**src/design/prss_params.svh**
```systemverilog
// Constants for the reset-time PLL ratio strap selection block.
// Assumes nothing beyond inclusion by the package and the design modules.
`ifndef PRSS_PARAMS_SVH
`define PRSS_PARAMS_SVH

// Platform strap codes
`define PRSS_PCODE_16   4'h0
`define PRSS_PCODE_2    4'h2
`define PRSS_PCODE_3    4'h3
`define PRSS_PCODE_4    4'h4
`define PRSS_PCODE_5    4'h5
`define PRSS_PCODE_6    4'h6
`define PRSS_PCODE_8    4'h8
`define PRSS_PCODE_9    4'h9
`define PRSS_PCODE_10   4'ha
`define PRSS_PCODE_12   4'hc
`define PRSS_PCODE_20   4'hd

// Platform multipliers (platform : reference)
`define PRSS_PMUL_16    5'h10
`define PRSS_PMUL_2     5'h02
`define PRSS_PMUL_3     5'h03
`define PRSS_PMUL_4     5'h04
`define PRSS_PMUL_5     5'h05
`define PRSS_PMUL_6     5'h06
`define PRSS_PMUL_8     5'h08
`define PRSS_PMUL_9     5'h09
`define PRSS_PMUL_10    5'h0a
`define PRSS_PMUL_12    5'h0c
`define PRSS_PMUL_20    5'h14

// Core strap codes {bus_ctl, addr_latch, gp_line}
`define PRSS_CCODE_4_1  3'h0
`define PRSS_CCODE_9_2  3'h1
`define PRSS_CCODE_RSV  3'h2
`define PRSS_CCODE_3_2  3'h3
`define PRSS_CCODE_2_1  3'h4
`define PRSS_CCODE_5_2  3'h5
`define PRSS_CCODE_3_1  3'h6
`define PRSS_CCODE_7_2  3'h7

// Core ratio in half steps (core:platform times two)
`define PRSS_CHALF_4_1  4'h8
`define PRSS_CHALF_9_2  4'h9
`define PRSS_CHALF_3_2  4'h3
`define PRSS_CHALF_2_1  4'h4
`define PRSS_CHALF_5_2  4'h5
`define PRSS_CHALF_3_1  4'h6
`define PRSS_CHALF_7_2  4'h7

// Equal readings of the synchronised straps counted before the next one captures
`define PRSS_SETTLE_CYC 4'h3

// Edges the synchroniser needs before its output shows the pins
`define PRSS_SYNC_CYC   4'h2

// Strap vector layout: platform field above core field
`define PRSS_STRAP_W    7
`define PRSS_PFIELD_LSB 3

`endif

```
**src/design/prss_pkg.sv**
```systemverilog
// Types for the PLL ratio strap selection block.
// Assumes prss_params.svh is on the include path.
`include "prss_params.svh"

package prss_pkg;

    // Capture sequence states, one-hot
    typedef enum logic [2:0] {
        ST_SYNC = 3'b001,
        ST_WAIT = 3'b010,
        ST_HELD = 3'b100
    } prss_state_t;

    typedef struct packed {
        logic        valid;
        logic        reserved;
        logic [4:0]  mult;
    } prss_pdec_t;

    typedef struct packed {
        logic        valid;
        logic        reserved;
        logic [3:0]  half;
    } prss_cdec_t;

endpackage : prss_pkg

```
**src/design/prss_sync.sv**
```systemverilog
// Two-flop synchroniser for a group of strap pins.
// Assumes the pins are quasi-static and may change at any time.
`timescale 1ns/10ps

module prss_sync
    import prss_pkg::*;
#(
    parameter int WIDTH = 7
) (
    input  wire logic             clk_in,
    input  wire logic             rst_in,
    input  wire logic [WIDTH-1:0] d_in,
    output logic      [WIDTH-1:0] q_out
);

    typedef struct packed {
        logic [WIDTH-1:0] meta;
        logic [WIDTH-1:0] sync;
    } prss_sync_st_t;

    prss_sync_st_t st_reg;
    prss_sync_st_t st_next;

    always_comb begin
        st_next      = st_reg;
        st_next.meta = d_in;
        st_next.sync = st_reg.meta;
    end

    always_ff @(posedge clk_in or posedge rst_in) begin
        if (rst_in) begin
            st_reg <= '0;
        end else begin
            st_reg <= st_next;
        end
    end

    assign q_out = st_reg.sync;

endmodule : prss_sync

```
**src/design/prss_top.sv**
```systemverilog
// Reset-time ratio strap capture and decode for the platform and core PLLs.
// Assumes straps are held steady by board resistors while reset is applied
// and for a few cycles after its release; MCLK_IN is the reference clock.
`timescale 1ns/10ps

`include "prss_params.svh"

module prss_top
    import prss_pkg::*;
(
    // Reference clock and power-up reset
    input  wire logic       MCLK_IN,
    input  wire logic       SYS_RST_IN,
    // Strap pins, asynchronous to MCLK_IN
    input  wire logic [3:0] PLATFORM_RATIO_STRAPS_IN,
    input  wire logic       BUS_CTL_CORE_STRAP_IN,
    input  wire logic       ADDR_LATCH_CORE_STRAP_IN,
    input  wire logic       GP_LINE_CORE_STRAP_IN,
    // Captured codes and decoded ratios, from flip-flops
    output logic [3:0]      PLAT_CODE_OUT,
    output logic [4:0]      PLAT_MULT_OUT,
    output logic            PLAT_RESERVED_OUT,
    output logic [2:0]      CORE_CODE_OUT,
    output logic [3:0]      CORE_HALF_RATIO_OUT,
    output logic            CORE_RESERVED_OUT,
    // PLL start levels and capture done
    output logic            PLAT_PLL_EN_OUT,
    output logic            CORE_PLL_EN_OUT,
    output logic            RATIO_VALID_OUT
);

    // Platform code table
    // Reserved codes give multiplier zero so no PLL locks to a guessed ratio
    function automatic prss_pdec_t plat_decode(input logic [3:0] code);
        prss_pdec_t d;
        d = '{valid: 1'b1, reserved: 1'b0, mult: 5'h00};
        case (code)
            `PRSS_PCODE_16: d.mult = `PRSS_PMUL_16;
            `PRSS_PCODE_2:  d.mult = `PRSS_PMUL_2;
            `PRSS_PCODE_3:  d.mult = `PRSS_PMUL_3;
            `PRSS_PCODE_4:  d.mult = `PRSS_PMUL_4;
            `PRSS_PCODE_5:  d.mult = `PRSS_PMUL_5;
            `PRSS_PCODE_6:  d.mult = `PRSS_PMUL_6;
            `PRSS_PCODE_8:  d.mult = `PRSS_PMUL_8;
            `PRSS_PCODE_9:  d.mult = `PRSS_PMUL_9;
            `PRSS_PCODE_10: d.mult = `PRSS_PMUL_10;
            `PRSS_PCODE_12: d.mult = `PRSS_PMUL_12;
            `PRSS_PCODE_20: d.mult = `PRSS_PMUL_20;
            // Reserved: flag it and leave the ratio at zero
            default: begin
                d.valid    = 1'b0;
                d.reserved = 1'b1;
            end
        endcase
        return d;
    endfunction : plat_decode

    // Core code table
    // Half steps keep 9:2, 5:2, 3:2 and 7:2 exact as integers
    function automatic prss_cdec_t core_decode(input logic [2:0] code);
        prss_cdec_t d;
        d = '{valid: 1'b1, reserved: 1'b0, half: 4'h0};
        case (code)
            `PRSS_CCODE_4_1: d.half = `PRSS_CHALF_4_1;
            `PRSS_CCODE_9_2: d.half = `PRSS_CHALF_9_2;
            `PRSS_CCODE_3_2: d.half = `PRSS_CHALF_3_2;
            `PRSS_CCODE_2_1: d.half = `PRSS_CHALF_2_1;
            `PRSS_CCODE_5_2: d.half = `PRSS_CHALF_5_2;
            `PRSS_CCODE_3_1: d.half = `PRSS_CHALF_3_1;
            `PRSS_CCODE_7_2: d.half = `PRSS_CHALF_7_2;
            // Reserved: flag it and leave the ratio at zero
            default: begin
                d.valid    = 1'b0;
                d.reserved = 1'b1;
            end
        endcase
        return d;
    endfunction : core_decode

    // Whole state of the capture sequence in one register
    typedef struct packed {
        prss_state_t state;
        logic [3:0]  settle;
        logic [6:0]  last;
        logic [3:0]  pcode;
        logic [2:0]  ccode;
        prss_pdec_t  pdec;
        prss_cdec_t  cdec;
        logic        held;
    } prss_top_st_t;

    // State after reset: nothing captured, all outputs low
    localparam prss_top_st_t ST_RESET = '{
        state:  ST_SYNC,
        settle: '0,
        last:   '0,
        pcode:  '0,
        ccode:  '0,
        pdec:   '0,
        cdec:   '0,
        held:   1'b0
    };

    prss_top_st_t             st_reg;
    prss_top_st_t             st_next;
    // Synchronised straps, platform field above core field
    logic [`PRSS_STRAP_W-1:0] straps_sync;
    logic [3:0]               plat_sync;
    logic [2:0]               core_sync;
    prss_pdec_t               pdec_now;
    prss_cdec_t               cdec_now;

    // Pins are asynchronous to the clock
    prss_sync #(
        .WIDTH (`PRSS_STRAP_W)
    ) prss_sync_inst (
        .clk_in (MCLK_IN),
        .rst_in (SYS_RST_IN),
        .d_in   ({PLATFORM_RATIO_STRAPS_IN, BUS_CTL_CORE_STRAP_IN,
                  ADDR_LATCH_CORE_STRAP_IN, GP_LINE_CORE_STRAP_IN}),
        .q_out  (straps_sync)
    );

    assign plat_sync = straps_sync[`PRSS_STRAP_W-1:`PRSS_PFIELD_LSB];
    assign core_sync = straps_sync[`PRSS_PFIELD_LSB-1:0];

    always_comb begin
        // Next state: copy, then change only what this cycle moves
        st_next  = st_reg;
        pdec_now = plat_decode(plat_sync);
        cdec_now = core_decode(core_sync);

        case (st_reg.state)
            ST_SYNC: begin
                // Two edges fill the synchroniser first;
                // its reset zeros are not strap levels
                if (st_reg.settle == `PRSS_SYNC_CYC) begin
                    st_next.last   = straps_sync;
                    st_next.settle = 4'h0;
                    st_next.state  = ST_WAIT;
                end else begin
                    st_next.settle = st_reg.settle + 4'h1;
                end
            end
            ST_WAIT: begin
                // Filters strap glitches around reset release
                st_next.last = straps_sync;
                if (straps_sync != st_reg.last) begin
                    st_next.settle = 4'h0;
                // Straps must read equal one edge more than this count in a row
                end else if (st_reg.settle == `PRSS_SETTLE_CYC) begin
                    // Capture once per reset
                    // Codes and decodes move together so no port shows a mix
                    st_next.pcode = plat_sync;
                    st_next.ccode = core_sync;
                    st_next.pdec  = pdec_now;
                    st_next.cdec  = cdec_now;
                    st_next.held  = 1'b1;
                    st_next.state = ST_HELD;
                end else begin
                    st_next.settle = st_reg.settle + 4'h1;
                end
            end
            ST_HELD: begin
                // Strap changes ignored
                // Only reset leaves; a late glitch cannot restart the PLLs
                st_next.state = ST_HELD;
            end
            default: begin
                // Broken one-hot code restarts capture
                st_next.state = ST_SYNC;
            end
        endcase
    end

    // Async reset drops the PLL enables before the clock can be trusted
    always_ff @(posedge MCLK_IN or posedge SYS_RST_IN) begin
        if (SYS_RST_IN) begin
            st_reg <= ST_RESET;
        end else begin
            st_reg <= st_next;
        end
    end

    // Outputs straight from the state register
    assign PLAT_CODE_OUT       = st_reg.pcode;
    assign PLAT_MULT_OUT       = st_reg.pdec.mult;
    assign PLAT_RESERVED_OUT   = st_reg.held & st_reg.pdec.reserved;

    assign CORE_CODE_OUT       = st_reg.ccode;
    assign CORE_HALF_RATIO_OUT = st_reg.cdec.half;
    assign CORE_RESERVED_OUT   = st_reg.held & st_reg.cdec.reserved;

    // Only the platform and core ratios are settled here; the PCI
    // local bus and serial-link PLLs take their settings elsewhere
    // Platform PLL runs on valid code
    assign PLAT_PLL_EN_OUT     = st_reg.held & st_reg.pdec.valid;
    assign CORE_PLL_EN_OUT     = st_reg.held & st_reg.pdec.valid
                                 & st_reg.cdec.valid;
    assign RATIO_VALID_OUT     = st_reg.held;

endmodule : prss_top

```
**config.mk**
```make
export PLATFORM = sky130hd
export DESIGN_NAME = prss_top
export DESIGN_NICKNAME = d
export VERILOG_FILES = /design/src/design/prss_pkg.sv /design/src/design/prss_sync.sv /design/src/design/prss_top.sv
export VERILOG_INCLUDE_DIRS = /design/src /design/src/design
export SDC_FILE = /design/constraint.sdc
export NUM_CORES = 1
export LEC_CHECK = 0
export ABC_AREA = 1
export CORE_UTILIZATION = 40
export DETAILED_ROUTE_END_ITERATION = 8
export DONT_BUFFER_PORTS = 1
export GPL_TIMING_DRIVEN = 0
export PLACE_DENSITY = 0.62
export SLEW_MARGIN = 20
export SYNTH_ARGS = -nofsm -noshare
export SYNTH_HDL_FRONTEND = slang
export SYNTH_HIERARCHICAL = 1
export SYNTH_SLANG_ARGS = --single-unit
```
**constraint.sdc**
```tcl
create_clock -name MCLK_IN -period 1.36 [get_ports MCLK_IN]
set_clock_uncertainty 0.05 [all_clocks]
set_input_delay 0.136 -clock MCLK_IN [delete_from_list [all_inputs] [get_ports MCLK_IN]]
set_output_delay 0.136 -clock MCLK_IN [all_outputs]
set_load 0.02 [all_outputs]
```
=== After elaboration in Yosys (flattened, before gate mapping) ===
Index checks and enable logic that the tools add are counted.

* Flip-flop bits (word level): 49
* Input bits: 9
* Output and inout bits: 21
* Logic and storage cells: 68

* Add/subtract/negate cells: 1
* Equal/unequal tests: 26
* Muxes and demuxes: 13
* Bitwise operators: 5
* Reduce and logical (&&, ||, !) cells: 9

{| class="wikitable"
|+ Operator list
! kind !! number
|-
| one-hot mux 5 bit (11 select lines) || 1
|-
| one-hot mux 4 bit (7 select lines) || 1
|-
| one-hot mux 11 bit (2 select lines) || 1
|-
| equality test 4 bit (second input constant) || 5
|-
| equality test 4 x 2 -> 1 bit (second input constant) || 4
|-
| equality test 3 bit (second input constant) || 5
|-
| equality test 4 x 3 -> 1 bit (second input constant) || 3
|-
| two-way mux 4 bit || 3
|-
| OR reduction 11 bit || 1
|-
| two-way mux 3 bit || 3
|-
| one-hot mux 3 bit (3 select lines) || 1
|-
| two-way mux 7 bit || 1
|-
| != test 7 bit || 1
|-
| OR reduction 7 bit || 1
|-
| equality test 3 x 1 -> 1 bit (second input constant) || 2
|-
| equality test 3 x 2 -> 1 bit (second input constant) || 2
|-
| != test 2 bit (second input constant) || 3
|-
| AND reduction 3 bit || 2
|-
| adder 4 x 1 -> 4 bit (second input constant) || 1
|-
| AND 1 bit || 4
|-
| zero test 4 bit || 1
|-
| two-way mux 2 bit || 2
|-
| AND reduction 2 bit || 2
|-
| zero test 3 bit || 1
|-
| other kinds (3) || 3
|}

=== Logic depth before layout (Yosys ltp) ===
* Depth after elaboration: 4
* Gate-level depth with buffers: 11
* Depth with buffers taken out: 10

=== Hierarchy ===
The synthesis kept the hierarchy.

{| class="wikitable"
|+ Modules (own cells, without submodules)
! module !! times used !! cells each !! area each (sq um) !! sequential area each (sq um)
|-
| prss_top || 1 || 245 || 1,955.6 || 877.1
|-
| prss_sync || 1 || 15 || 354.1 || 350.3
|}

=== Least setup slack after synthesis ===
No wires, ideal clock.

* Path type: flip-flop to flip-flop
* From: reg st_reg[32] in the netlist's numbering
* To: reg st_reg (netlist bit RATIO_VALID_OUT)
* Library setup time: 0.127 ns
* Data arrival time: 1.334 ns
* Required time: 1.183 ns
* Slack: -0.151 ns
* Stages on the path, launching flop included: 7
* Path buffers: 0
* Clock period less this slack: 1.511 ns
* Cell sequence: dfstp_2 > inv_1 > nand3_1 > inv_1 > nand3_4 > inv_2 > or2_2

* Longest elaborated chain between the ends: 2

{| class="wikitable"
|+ RTL lines
! item !! RTL line !! text
|-
| from (decl) || prss_top.sv:104 || <nowiki>prss_top_st_t st_reg;</nowiki>
|-
| from (signal assigned) || prss_top.sv:181 || <nowiki>st_reg <= st_next;</nowiki>
|-
| equality test 3 x 2 -> 1 bit || prss_top.sv:133 || <nowiki>case (st_reg.state)</nowiki>
|-
| AND reduction 3 bit (no source line) || n/a ||
|}

No other way between the ends.
A chain may end at the register's enable or synchronous reset.

=== Worst setup path in the final report ===
* From: reg prss_sync_inst.st_reg (netlist bit prss_sync_inst/q_out[4])
* To: reg st_reg (netlist bit PLAT_CODE_OUT[3])

* Longest elaborated chain between the ends: 3

{| class="wikitable"
|+ RTL lines
! item !! RTL line !! text
|-
| from (decl) || prss_sync.sv:21 || <nowiki>prss_sync_st_t st_reg;</nowiki>
|-
| from (signal assigned) || prss_sync.sv:34 || <nowiki>st_reg <= st_next;</nowiki>
|-
| != test 7 bit || prss_top.sv:148 || <nowiki>if (straps_sync != st_reg.last) begin</nowiki>
|-
| NOT 1 bit (no source line) || n/a ||
|-
| AND reduction 3 bit (no source line) || n/a ||
|}

No other way between the ends.

==> impl_metrics.tcl <==
set metrics [dict create \
    worstPathCellList "clkinv_4, nand2_2, nand2_2, nor2_2, nand2_2, nor2_4, nand3_4, buf_12, nand2_4, o21ai_2" \
    syn_to_final_growth_pct 29.3 \
    wl_met1_um 2200 \
    antenna_cells 0 \
    worstSetupStartpointType "flip-flop" \
    cp_slowest_stage_delay_ns 0.43 \
    drc 0 \
    combPwrFrac_pct 33.6 \
    grt_usage_pct 15.7 \
    holdCritPathClass "in2async" \
    async_reset_ff_share_pct 100 \
    cp-end-kind "flip-flop" \
    clkTransAtPathRegs_ns 0.10 \
    critPathMaxFanout 10 \
    worst_slack_ns -0.224 \
    layout_common_cells "nand2_1, dfrtp_1, buf_4, nand2_2, inv_1" \
    fill_cells 505 \
    start_util_pct 41.7 \
    hold_violations 0 \
    period_share_pct 116 \
    cellLeakagePower_uw 0.00152 \
    slew_headroom_pct 51.0 \
    worst_pin_slew_ns 0.734 \
    dr_wl_met2_um 2090 \
    cts.sinks 49 \
    grt_pass1_vias 1687 \
    firstDrtPassIters 4 \
    die_h_um 78.0 \
    switchingPower_uw 1560 \
    cts_buffer_depth 2 \
    wl_met3_um 166 \
    cts_root_buffer "clkbuf_8" \
    ios 30 \
    maxSlewViolCount 0 \
    gp_congestion 0.899 \
    grt_pass1_wl_um 7480 \
    finalPower_uw 4260 \
    status "finished with violations" \
    viasPerCell 4.70 \
    dr.max_layer_used "met4" \
    cp.arrival_ns 1.73 \
    clk_latency_ns 0.31 \
    layout_commonest_cell "nand2_1" \
    syn-num-nets 271 \
    port_buffers 0 \
    fmax_mhz 631 \
    ff_latch_area_um2 1240 \
    ys.flop_type "dfrtp_1" \
    final_util_pct 53.9 \
    final-setup-viol-count 34 \
    worst-endpoint-required_ns 1.51 \
    synth.cell_area_um2 2310 \
    ir_drop_v 0.000893 \
    slowest_stage "dfrtp_2" \
    cp_common_cell "nand2_2" \
    failed_checks "negative setup slack" \
    ys_seq_area_share_pct 53.1 \
    largest_reg_flops 18 \
    ys_types 31 \
    post-synth-top-area-cell "dfrtp_1" \
    cts_tree "built" \
    synthCells 260 \
    yosys_warnings 6 \
    drv_cap 0 \
    drt-initial-drc-count 72 \
    internal-power_uw 2690 \
    dieArea_um2 6080 \
    p_seq_share_pct 41.1 \
    synth_area_leaders "dfrtp_1, nand2_1, buf_4, o21ai_2, inv_1" \
    synth_seq_cells 49 \
    synthDominantCellAreaShare_pct 52.0 \
    multiInputGateArea_um2 951 \
    postRouteAntennaNets 0 \
    num_vias 1745 \
    coreArea_um2 5540 \
    cts_max_level 2 \
    drive_gt1_share_pct 42.1 \
    die_x_um 78.0 \
    avgSynthCellArea_um2 8.88 \
    grt_max_degree 36 \
    num_rows 27 \
    min_period_ns 1.58 \
    rsz0062_at_grt "true" \
    cts-buffers-inserted 5 \
    wl_per_cell_um 12.2 \
    synth-edff-count 0 \
    powerDensity_nw_per_um2 1430 \
    post-place-ws_ns -0.373 \
    switching_share_pct 36.7 \
    p_clk_share_pct 25.2 \
    grt_antenna_before_repair 0 \
    hpwlAfterDp_um 2930 \
    overflow 0 \
    routed_wl_um 4520 \
    path_class "reg2reg" \
    final_nets 309 \
]
==> synth_stat cells (all sizes together) (2+ instances only) <==
library cell	n
ha	2
dfrtp	48
buf	21
nand3	19
a21oi	3
nor2	14
nand2	86
inv	31
o21ai	23
xor2	2
==> path summary, 6_finish.rpt <==
kind / startpoint / endpoint / slack [ns] / cells after the start
min: SYS_RST_IN / prss_sync_inst/st_next[0] / 0.26 / 2
min reg2reg: prss_sync_inst/st_next[1] / prss_sync_inst/q_out[1] / 0.31 / 0
max reg2reg: prss_sync_inst/q_out[4] / PLAT_CODE_OUT[3] / -0.22 / 10
max: prss_sync_inst/q_out[4] / PLAT_CODE_OUT[3] / -0.22 / 10
max in group asynchronous: SYS_RST_IN / RATIO_VALID_OUT / 0.37 / 2
min in group MCLK_IN: prss_sync_inst/st_next[1] / prss_sync_inst/q_out[1] / 0.31 / 0
==> final cells by class <==
class                           instances  share of cell area, %
Inverter                               31                   4.32
Multi-Input combinational cell        160                   31.8
Buffer                                 20                   5.95
Sequential cell                        49                   41.4
Clock inverter                          3                   1.68
Tap cell                               72                   3.02
Timing Repair Buffer                   31                   9.51
Clock buffer                            5                   2.30
==> layer usage <==
metal  GRT usage (%)  vias to the layer above
met2            26.6                       37
met1            20.0                      821
met3            3.65                        7
li1                -                      880
met5               0                        -
met4            4.63                        0
==> kinds of logic after synthesis <==
group                      Yosys count  synth area share (%)
AOI/OAI and AO/OA                   32                  9.70
and+or+nand+nor                    122                  22.4
xor gates and xnor gates             3                  1.14
DFF                                 49                  53.1
adders and majority gates            2                  1.08
buffers and inverters               52                  12.5
==> stage by stage <==
stage | instance area [um2] | setup TNS [ns] | cells | hold slack (ns)
floorplan | 2320 | -2.32 | 260 | -0.0248
global placement | 2410 | -9.98 | 332 | 0.0135
detailed placement | 2410 | -9.23 | 332 | 0.0191
CTS | 2840 | -7.30 | 359 | 0.271
global route | 2990 | -8.74 | 371 | 0.309
finish | 2990 | -5.05 | 371 | 0.265
==> power by group through the flow <==
stage	sequential, uW	combinational (uW)	clock [uW]
after floorplan	1740	894	0
after global placement	1750	1070	0
after detailed placement	1760	1100	0
after CTS	1740	1270	1110
after global routing	1770	1640	1160
final	1750	1430	1070
==> worst max-delay path, delay by kind of cell, from the launching register on <==
kind                   cells  cell delay [ns]
AO/OA/AOI/OAI              1             0.04
buffers and inverters      2             0.29
flip-flops                 1             0.43
AND/OR/NAND/NOR            7             0.64
==> what timing repair did <==
action,CTS,global route
buffers inserted,8,14
cloned,3,0
hold buffers,8,0
pin swaps,9,6
endpoints found under the setup margin,36,35
endpoints found under the hold margin,55,0
resized for setup,40,27
(Power assumes the default switching activity.)
